`config.mk`:
```
export PLATFORM = sky130hd
export DESIGN_NAME = rss_strap_sampler
export DESIGN_NICKNAME = d
export VERILOG_FILES = /design/src/pkg/rss_pkg.sv /design/src/hdl/rss_strap_sampler.sv /design/src/hdl/rss_sync.sv
export SDC_FILE = /design/constraint.sdc
export NUM_CORES = 1
export LEC_CHECK = 0
export BUFFER_PORTS_ARGS = -buffer_cell sky130_fd_sc_hd__buf_2
export CORE_MARGIN = 5
export CORE_UTILIZATION = 39
export DETAILED_ROUTE_END_ITERATION = 12
export PLACE_DENSITY_LB_ADDON = 0.3
export SYNTH_ARGS = -nofsm -noshare
export SYNTH_HDL_FRONTEND = slang
export SYNTH_SLANG_ARGS = --single-unit
```
`constraint.sdc`:
```
create_clock -name core_clk -period 1.32 [get_ports core_clk]
set_input_delay 0.066 -clock core_clk [delete_from_list [all_inputs] [get_ports core_clk]]
set_output_delay 0.066 -clock core_clk [all_outputs]
set_load 0.03 [all_outputs]
```
`src/pkg/rss_pkg.sv`:
```
// Constants shared by the reset strap sampler design files.
package rss_pkg;

    // Register byte offsets on the Avalon-MM slave port.
    localparam logic [3:0] RSS_CTRL_OFS     = 4'h0;
    localparam logic [3:0] RSS_FOCUS_OFS    = 4'h4;
    localparam logic [3:0] RSS_TESTOUT_OFS  = 4'h8;
    localparam logic [3:0] RSS_STATUS_OFS   = 4'hC;

    // Control register field positions.
    localparam int RSS_CTRL_FOCUS_BIT = 0;

    // Focus motor data word layout.
    localparam int RSS_FOCUS_W       = 5;
    localparam int RSS_FOCUS_BIT3    = 3;
    localparam int RSS_FOCUS_BIT4    = 4;

    // Test output register width, one bit per strap pin.
    localparam int RSS_TESTOUT_W = 4;

    // Status register field positions.
    localparam int RSS_ST_DONE_BIT   = 0;
    localparam int RSS_ST_FLASH_BIT  = 1;
    localparam int RSS_ST_CLKSEL_BIT = 2;
    localparam int RSS_ST_THREE_BIT  = 3;
    localparam int RSS_ST_FIVE_BIT   = 4;
    localparam int RSS_ST_TEST_BIT   = 5;
    localparam int RSS_ST_AUTO_BIT   = 6;

    // Reset values of the software registers.
    localparam logic                     RSS_CTRL_RST    = 1'b0;
    localparam logic [RSS_FOCUS_W-1:0]   RSS_FOCUS_RST   = 5'h00;
    localparam logic [RSS_TESTOUT_W-1:0] RSS_TESTOUT_RST = 4'h0;

    // Strap pin synchroniser depth and the count at which straps are taken.
    localparam int         RSS_SYNC_STAGES = 2;
    localparam logic [1:0] RSS_CAPTURE_CNT = 2'h2;

    // Reference clock frequencies assumed by the PLL, in kHz.
    localparam logic [15:0] RSS_REF_LOW_KHZ  = 16'h411E;
    localparam logic [15:0] RSS_REF_HIGH_KHZ = 16'h208A;

endpackage

```
`src/hdl/rss_strap_sampler.sv`:
```
// Reset strap sampler: catches the strap pins at reset release, then drives them.
`timescale 1ns/1ps
module rss_strap_sampler
    import rss_pkg::*;
(
    input  wire logic        core_clk,
    input  wire logic        rstn,
    // Avalon-MM slave.
    input  wire logic [3:0]  avs_address,
    input  wire logic        avs_read,
    input  wire logic        avs_write,
    input  wire logic [31:0] avs_writedata,
    input  wire logic [3:0]  avs_byteenable,
    output logic      [31:0] avs_readdata,
    output logic             avs_waitrequest,
    // Strap pins, each as input, output, output enable and pulldown enable.
    input  wire logic        test_strap_three_in,
    output logic             test_strap_three_out,
    output logic             test_strap_three_oe,
    output logic             test_strap_three_pd,
    input  wire logic        flash_boot_strap_in,
    output logic             flash_boot_strap_out,
    output logic             flash_boot_strap_oe,
    output logic             flash_boot_strap_pd,
    input  wire logic        test_strap_five_in,
    output logic             test_strap_five_out,
    output logic             test_strap_five_oe,
    output logic             test_strap_five_pd,
    input  wire logic        clock_select_strap_in,
    output logic             clock_select_strap_out,
    output logic             clock_select_strap_oe,
    output logic             clock_select_strap_pd,
    // Configuration results.
    output logic             straps_valid,
    output logic             autoinit_start,
    output logic             autoinit_enable,
    output logic             i2c_flash_prog_mode,
    output logic             pll_ref_select,
    output logic      [15:0] pll_ref_khz,
    output logic             test_mode
);

    // Pin order inside the packed vectors: 0 three, 1 flash, 2 five, 3 clock.
    logic [3:0] pins_sync;
    logic [1:0] cnt_q;
    logic       done_q;
    logic [3:0] strap_q;
    logic       auto_pulse_q;
    logic       focus_en_q;
    logic [RSS_FOCUS_W-1:0]   focus_q;
    logic [RSS_TESTOUT_W-1:0] testout_q;
    logic [3:0] pin_out_q;
    logic [3:0] pin_out_d;
    logic       ack_q;
    logic       req;
    logic       wr_go;
    logic [31:0] rdata_q;
    logic [31:0] rdata_d;

    // The pins are asynchronous, so they pass the synchroniser first.
    rss_sync #(
        .WIDTH    (4)
    ) u_sync (
        .core_clk (core_clk),
        .rstn     (rstn),
        .async_in ({clock_select_strap_in, test_strap_five_in,
                    flash_boot_strap_in, test_strap_three_in}),
        .sync_out (pins_sync)
    );

    // The internal pulldowns are always on; a floating pin reads low.
    assign test_strap_three_pd   = 1'b1;
    assign flash_boot_strap_pd   = 1'b1;
    assign test_strap_five_pd    = 1'b1;
    assign clock_select_strap_pd = 1'b1;

    // Count edges after reset release until the synchroniser holds real pin
    // levels; capturing earlier would catch the flops' reset zeros.
    always_ff @(posedge core_clk or negedge rstn) begin
        if (!rstn) begin
            cnt_q <= 2'h0;
        end else if (!done_q && cnt_q != RSS_CAPTURE_CNT) begin
            cnt_q <= cnt_q + 2'h1;
        end
    end

    // Straps are taken once, then frozen until the chip reset returns.
    always_ff @(posedge core_clk or negedge rstn) begin
        if (!rstn) begin
            done_q  <= 1'b0;
            strap_q <= 4'h0;
        end else if (!done_q && cnt_q == RSS_CAPTURE_CNT) begin
            done_q  <= 1'b1;
            strap_q <= pins_sync;
        end
    end

    // A low flash strap launches auto-initialisation with a single pulse.
    always_ff @(posedge core_clk or negedge rstn) begin
        if (!rstn) begin
            auto_pulse_q <= 1'b0;
        end else begin
            auto_pulse_q <= !done_q && cnt_q == RSS_CAPTURE_CNT
                            && !pins_sync[1];
        end
    end

    assign straps_valid        = done_q;
    assign autoinit_start      = auto_pulse_q;
    // Both levels stay low until the straps are known.
    assign autoinit_enable     = done_q && !strap_q[1];
    assign i2c_flash_prog_mode = done_q && strap_q[1];
    assign pll_ref_select      = strap_q[3];
    assign pll_ref_khz = strap_q[3] ? RSS_REF_HIGH_KHZ
                                    : RSS_REF_LOW_KHZ;
    // Only the test-only pins can force a test mode.
    assign test_mode = strap_q[0] | strap_q[2];

    // Pin drive values: focus data replaces the test outputs on pins three
    // and flash when the motor is in use.
    always_comb begin
        pin_out_d = testout_q;
        if (focus_en_q) begin
            pin_out_d[0] = focus_q[RSS_FOCUS_BIT3];
            pin_out_d[1] = focus_q[RSS_FOCUS_BIT4];
        end
    end

    // Drive values come from flops so the pins never glitch.
    always_ff @(posedge core_clk or negedge rstn) begin
        if (!rstn) begin
            pin_out_q <= 4'h0;
        end else begin
            pin_out_q <= pin_out_d;
        end
    end

    assign test_strap_three_out   = pin_out_q[0];
    assign flash_boot_strap_out   = pin_out_q[1];
    assign test_strap_five_out    = pin_out_q[2];
    assign clock_select_strap_out = pin_out_q[3];
    // Pins only drive once they have been sampled.
    assign test_strap_three_oe    = done_q;
    assign flash_boot_strap_oe    = done_q;
    assign test_strap_five_oe     = done_q;
    assign clock_select_strap_oe  = done_q;

    // Every access waits one cycle: waitrequest falls in the second cycle.
    assign req             = avs_read | avs_write;
    assign avs_waitrequest = req & !ack_q;
    assign wr_go           = avs_write & ack_q & avs_byteenable[0];

    always_ff @(posedge core_clk or negedge rstn) begin
        if (!rstn) begin
            ack_q <= 1'b0;
        end else begin
            ack_q <= req & !ack_q;
        end
    end

    // Software registers; all fields live in byte lane 0.
    always_ff @(posedge core_clk or negedge rstn) begin
        if (!rstn) begin
            focus_en_q <= RSS_CTRL_RST;
            focus_q    <= RSS_FOCUS_RST;
            testout_q  <= RSS_TESTOUT_RST;
        end else if (wr_go) begin
            unique case (avs_address)
                RSS_CTRL_OFS: begin
                    focus_en_q <= avs_writedata[RSS_CTRL_FOCUS_BIT];
                end
                RSS_FOCUS_OFS: begin
                    focus_q <= avs_writedata[RSS_FOCUS_W-1:0];
                end
                RSS_TESTOUT_OFS: begin
                    testout_q <= avs_writedata[RSS_TESTOUT_W-1:0];
                end
                default: begin
                end
            endcase
        end
    end

    // Read mux; unmapped offsets read zero, reserved bits read zero.
    always_comb begin
        rdata_d = 32'h0000_0000;
        unique case (avs_address)
            RSS_CTRL_OFS: begin
                rdata_d[RSS_CTRL_FOCUS_BIT] = focus_en_q;
            end
            RSS_FOCUS_OFS: begin
                rdata_d[RSS_FOCUS_W-1:0] = focus_q;
            end
            RSS_TESTOUT_OFS: begin
                rdata_d[RSS_TESTOUT_W-1:0] = testout_q;
            end
            RSS_STATUS_OFS: begin
                rdata_d[RSS_ST_DONE_BIT]   = done_q;
                rdata_d[RSS_ST_FLASH_BIT]  = strap_q[1];
                rdata_d[RSS_ST_CLKSEL_BIT] = strap_q[3];
                rdata_d[RSS_ST_THREE_BIT]  = strap_q[0];
                rdata_d[RSS_ST_FIVE_BIT]   = strap_q[2];
                rdata_d[RSS_ST_TEST_BIT]   = test_mode;
                rdata_d[RSS_ST_AUTO_BIT]   = autoinit_enable;
            end
            default: begin
            end
        endcase
    end

    // Read data is loaded in the waiting cycle and stands in the answer cycle.
    always_ff @(posedge core_clk or negedge rstn) begin
        if (!rstn) begin
            rdata_q <= 32'h0000_0000;
        end else if (avs_read & !ack_q) begin
            rdata_q <= rdata_d;
        end
    end

    assign avs_readdata = rdata_q;

    // Checks.
    logic [2:0] since_rel_q;

    // Helper: edges since reset release, saturating.
    always_ff @(posedge core_clk or negedge rstn) begin
        if (!rstn) begin
            since_rel_q <= 3'h0;
        end else if (since_rel_q != 3'h7) begin
            since_rel_q <= since_rel_q + 3'h1;
        end
    end
endmodule

```
`src/hdl/rss_sync.sv`:
```
// Two-flop synchroniser bank for the asynchronous strap pins.
`timescale 1ns/1ps
module rss_sync
    import rss_pkg::*;
#(
    parameter int WIDTH = 4
) (
    input  wire logic             core_clk,
    input  wire logic             rstn,
    input  wire logic [WIDTH-1:0] async_in,
    output logic      [WIDTH-1:0] sync_out
);

    logic [WIDTH-1:0] meta_q;
    logic [WIDTH-1:0] hold_q;

    // Each pin gets its own pair of flops; the first is read only by the
    // second, so metastability never reaches the capture logic.
    genvar i;
    generate
        for (i = 0; i < WIDTH; i++) begin : g_bit
            always_ff @(posedge core_clk or negedge rstn) begin
                if (!rstn) begin
                    meta_q[i] <= 1'b0;
                    hold_q[i] <= 1'b0;
                end else begin
                    meta_q[i] <= async_in[i];
                    hold_q[i] <= meta_q[i];
                end
            end
        end
    endgenerate

    assign sync_out = hold_q;

endmodule

```
==> qor.yml, run 1 <==
outcome: "finished, final reports clean"
syn_to_final_growth_pct: 18.36
worstHoldPathType: "in -> reg"
critPathRequiredTime_ns: 1.49
cts-buffers-inserted: 5
synthFlopType: "dfrtp_1"
wl_per_cell_um: 12.62
synth_edf_count: 0
whs_endpoint: "focus_q[4]"
dp_hpwl_um: 2654
slew_viol_final: 0
timing.rr.end: "testout_q[0]"
fin_crit_ns: 1.293
fmax_ghz: 0.7734
instances_no_fill: 270
wirelength_um: 3407
io_buffers: 45
yosys.area.top_type_share_pct: 50.57
nNetsFinal: 264
cp-end-kind: "flop"
r2r_setup_slack_ns: 0.03
syn_avg_cell_area_sq_um: 11.83
antenna_found_initial: 0
track_usage_pct: 10.54
path_class: "reg -> reg"
vias: 1177
yosysUniqueCellTypes: 29
crit_arrival_ns: 1.46
synthTopCellsByCount: "buf_4 (49), dfrtp_1 (38), mux2_2 (15)"
hold_viol: 0
timing.final.ws_setup_ns: 0.02705
drtIter0Drc: 39
ir_drop_mv: 0.4932
ys_seq_area_share_pct: 50.57
clk_path_buf_depth: 2
viasPerCell: 4.359
post-route-drc-count: 0
synthTopCellsByArea: "dfrtp_1 (51%), buf_4 (20%), mux2_2 (9.0%)"
max_slew_margin_pct: 59.79
final_antenna_net_count: 0
start_kind: "flop"
placedCellCount: 256
coreArea_sq_um: 4692
ios: 115
p_leak_nw: 1.148
clk_pin_slew_ns: 0.07
ys.warnings.count: 0
whs_ns: 0.01367
cts_max_level: 2
utilization_pct: 47.44
synth_cells: 159
skew_ns: 0.006817
clock_sinks: 38
r2r_cells: 4
root_buffer: "clkbuf_8"
firstDrtPassIters: 3
hold_depth: 2
core.rowCount: 25
synth_area_sq_um: 1881
setup_violations: 0
grt_pass1_vias: 1045
power_density_nw_per_um2: 1195
grt_pass1_wl_um: 5071
fin_tns_setup_ns: 0
worstMarginPinSlew_ns: 0.5976
async_flop_share_pct: 100.0
start_util_pct: 40.08
overflow: 0
antenna_cells: 0
drv_cap: 0
ys_ff_latch: 38
r2r_start: "ack_q"
placed_cell_area_sq_um: 2032
synth_top_cell_by_area: "dfrtp_1"
fin_crit_sh_pct: 97.95
grt_max_degree: 21
die_h_um: 79.44
critPathMaxFanout: 5
clock_latency_ns: 0.28
yosysMostFrequentCell: "buf_4"
final_area_sq_um: 2226
dp_slack_ns: -0.07210
hold_start: "avs_writedata[4]"
total_power_mw: 2.660
rsz0062_at_grt: "yes"
dieArea_sq_um: 6311
die_w_um: 79.44
drive_gt1_share_pct: 41.67
cts_tree: "built"
gp_congestion: 0.7605
## cell families (layout without fill, tap and decap cells)
group | count (synthesis) | after routing | synth area share (%)
xor gates and xnor gates | 1 | 1 | 0.4658
AOI/OAI and AO/OA | 15 | 15 | 5.189
DFF | 38 | 38 | 50.57
buffers and inverters | 56 | 76 | 21.49
and+or+nand+nor | 26 | 26 | 9.249
other | 2 | 39 | 0.3994
muxes | 20 | 20 | 11.98
adders and majority gates | 1 | 1 | 0.6652
## how the worst max path moves through the flow
stage | start | to | depth (start not counted)
global route | ack_q | testout_q[0] | 4
global placement | avs_address[1] | focus_en_q | 5
floorplan | clock_select_strap_oe | avs_readdata[0] | 3
detailed placement | avs_address[1] | focus_en_q | 5
finish | ack_q | testout_q[0] | 4
CTS | ack_q | testout_q[0] | 3
## power by group
group / switching [mW] / internal (mW) / leakage, nW / total [mW]
logic: 0.358 / 0.169 / 0.620 / 0.527
clock network: 0.398 / 0.420 / 0.0472 / 0.817
registers: 0.0619 / 1.25 / 0.481 / 1.32
total: 0.818 / 1.84 / 1.15 / 2.66
## area by class of cell
class	instances	area [sq um]
sequential	38	952.2
clock inverter	2	12.51
tap	54	67.56
clock buffer	6	82.58
timing repair buffer	63	391.6
inverter	5	18.77
multi-input combinational	102	700.7
fill	476	2466
## timing repair
item	in CTS	in global routing
endpoints found under the setup margin	4	12
cloned	0	0
pin swaps	1	1
setup buffers	0	1
hold buffers	5	0
resized for setup	1	14
endpoints found under the hold margin	23	0
## worst max-delay path: stages, from the launching register on
cell	delay [ns]
dfrtp_1	0.41
nand3_2	0.12
nor3b_4	0.21
buf_6	0.15
mux2_4	0.29
## placed cells by master (no fill, tap or decap), types with 2 or more instances in the layout
master and instances:
buf_4 12, a21oi_1 3, conb_1 39, nor3b_4 2, nor2_1 6, o21ai_1 2
dfrtp_1 37, o21ai_0 3, buf_2 44, nand2_1 8, dlygate4sd3_1 5, inv_1 4
mux2_4 4, a22oi_1 3, mux2_2 11, mux2_1 5, clkbuf_8 6
## registers in the layout, indices dropped and copies added (netlist names)
signal                 count
pin_out_q                  4
avs_readdata               7
testout_q                  4
focus_q                    5
cnt_q                      2
clock_select_strap_oe      1
u_sync.sync_out            4
focus_en_q                 1
autoinit_start             1
strap_q                    4
u_sync.meta_q              4
ack_q                      1
## metal layers
| layer | routed length, um | vias up | global-route usage (%) | part of all wire (%) |
|---|---|---|---|---|
| li1 | - | 560 | - | - |
| met1 | 1488 | 563 | 13.90 | 44 |
| met2 | 1615 | 49 | 15.69 | 47 |
| met3 | 251 | 5 | 2.822 | 7.4 |
| met4 | 52 | 0 | 5.670 | 1.5 |
| met5 | 0 | - | 0 | 0 |
No activity file was read; power rests on OpenSTA's default activity.
==> run 2, diff against run 1 <==
Settings changed: CAP_MARGIN from default to 5, PLACE_DENSITY from default to 0.77, PLACE_DENSITY_LB_ADDON 0.3 to default.
==> qor.yml, run 2 (same netlist as run 1, synthesis figures left out) <==
power_density_nw_per_um2: 1151  # -3.7%
placedCellCount: 254  # -0.78%
start_util_pct: 40.08  # unchanged
final_area_sq_um: 2262  # +1.6%
setup_violations: 0  # unchanged
crit_arrival_ns: 1.46  # about the same
crit_chain: "nand3_2, nor3b_4, buf_6, mux2_4"
outcome: "finished, final reports clean"
worstHoldPathType: "in -> reg"
crit_family: "flip-flops"
start_kind: "flop"
hold_viol: 0  # unchanged
gp_congestion: 0.7829  # +2.9%
io_buffers: 45  # unchanged
utilization_pct: 48.21  # +0.77 points
final_antenna_net_count: 0  # unchanged
critPathMaxStageDelay_ns: 0.42  # about the same
cp-end-kind: "flop"
viasPerCell: 4.421  # +1.4%
antenna_found_initial: 0  # unchanged
drive_gt1_share_pct: 41.94  # +0.27 points
fin_crit_sh_pct: 97.18  # -0.77 points
ios: 115  # unchanged
root_buffer: "clkbuf_8"
nNetsFinal: 265  # +0.38%
grt_pass1_wl_um: 5188  # +2.3%
dp_hpwl_um: 2733  # +3.0%
post-route-drc-count: 0  # unchanged
final_common_cell: "buf_2"
dp_slack_ns: -0.05425  # +0.01785 ns
grt_pass1_vias: 1160  # +11%
skew_ns: 0.007005  # +0.0001878 ns
cts_tree: "built"
die_w_um: 79.44  # unchanged
overflow: 0  # unchanged
ir_drop_mv: 0.4321  # -12%
dieArea_sq_um: 6311  # unchanged
antenna_cells: 0  # unchanged
clock_sinks: 38  # unchanged
coreArea_sq_um: 4692  # unchanged
drv_cap: 0  # unchanged
largest_reg_flops: 7  # unchanged
critPathRequiredTime_ns: 1.49  # about the same
clk_pin_slew_ns: 0.07  # about the same
placed_cell_area_sq_um: 2029  # -0.12%
clock_latency_ns: 0.29  # about the same
cts-buffers-inserted: 5  # unchanged
rsz0062_at_grt: "yes"
total_power_mw: 2.603  # -2.1%
die_h_um: 79.44  # unchanged
grt_max_degree: 22  # +4.8%
cts_max_level: 2  # unchanged
critPathMaxFanout: 5  # unchanged
path_class: "reg -> reg"
track_usage_pct: 10.57  # +0.029 points
firstDrtPassIters: 3  # unchanged
cp_slowest_cell: "dfrtp_2"
syn_to_final_growth_pct: 20.29
fin_tns_setup_ns: 0  # unchanged
instances_no_fill: 271  # +0.37%
worst-path-buf-inv: 1  # unchanged
p_leak_nw: 1.159  # +0.96%
drtIter0Drc: 56  # +44%
final_cell_mix: "buf_2 (44), conb_1 (39), dfrtp_1 (36), mux2_2 (11)"
slew_viol_final: 0  # unchanged
wl_per_cell_um: 12.95  # +2.6%
clk_path_buf_depth: 2  # unchanged
whs_ns: 0.02710  # +0.01343 ns
core.rowCount: 25  # unchanged
timing.final.ws_setup_ns: 0.03724  # +0.01020 ns
wirelength_um: 3509  # +3.0%
vias: 1198  # +1.8%
fmax_ghz: 0.7796  # +0.79%
fin_crit_ns: 1.283  # -0.01020 ns
## run 2: cell types whose count changed in the layout (fill, tap and decap cells not counted), sizes merged
cell         delta
dlygate4sd3     +3
clkinv          +1
clkinvlp        -1
clkbuf          +1
buf             -3
## run 2: worst paths after layout
kind,slack [ns],start,cells after the start,endpoint
max in group asynchronous,0.62,rstn,3,ack_q
worst max-delay path,0.04,ack_q,4,testout_q[1]
min in group asynchronous,0.25,rstn,2,u_sync.sync_out[1]
worst min-delay path,0.03,avs_writedata[2],2,focus_q[2]
worst min register to register,0.35,u_sync.meta_q[0],0,u_sync.sync_out[0]
worst max register to register,0.04,ack_q,4,testout_q[1]
## run 2: area by class of cell
type / count / area [sq um]
clock buffer: 6 / 72.57
clock inverter: 2 / 13.76
fill: 433 / 2430
inverter: 5 / 18.77
multi-input combinational: 102 / 713.2
sequential: 38 / 953.4
tap: 54 / 67.56
timing repair buffer: 64 / 422.9
## run 2: worst reg2reg max path, cell delays in order (launching register included)
cell     delay (ns)
dfrtp_2        0.42
nand3_2        0.10
nor3b_4        0.20
buf_6          0.15
mux2_4         0.30
## run 2: layer usage
layer / part of all wire, % / track usage (%)
met1: 42 / 12.63
met2: 49 / 17.86
met3: 7.8 / 2.709
met4: 1.5 / 4.639
met5: 0 / 0
## run 2: where the power goes
part           leakage (nW)  switching [mW]  internal, mW  total [mW]
logic                 0.634           0.363         0.175       0.538
clock network        0.0452           0.377         0.372       0.749
registers             0.480          0.0611          1.25        1.32
total                  1.16           0.801          1.80        2.60
## run 2: repair_timing
| action | in CTS | in global routing |
|---|---|---|
| pin swaps | 1 | 2 |
| endpoints found under the hold margin | 24 | 0 |
| gates resized for setup | 1 | 18 |
| hold buffers | 8 | 0 |
| buffers inserted | 0 | 1 |
| endpoints found under the setup margin | 11 | 19 |
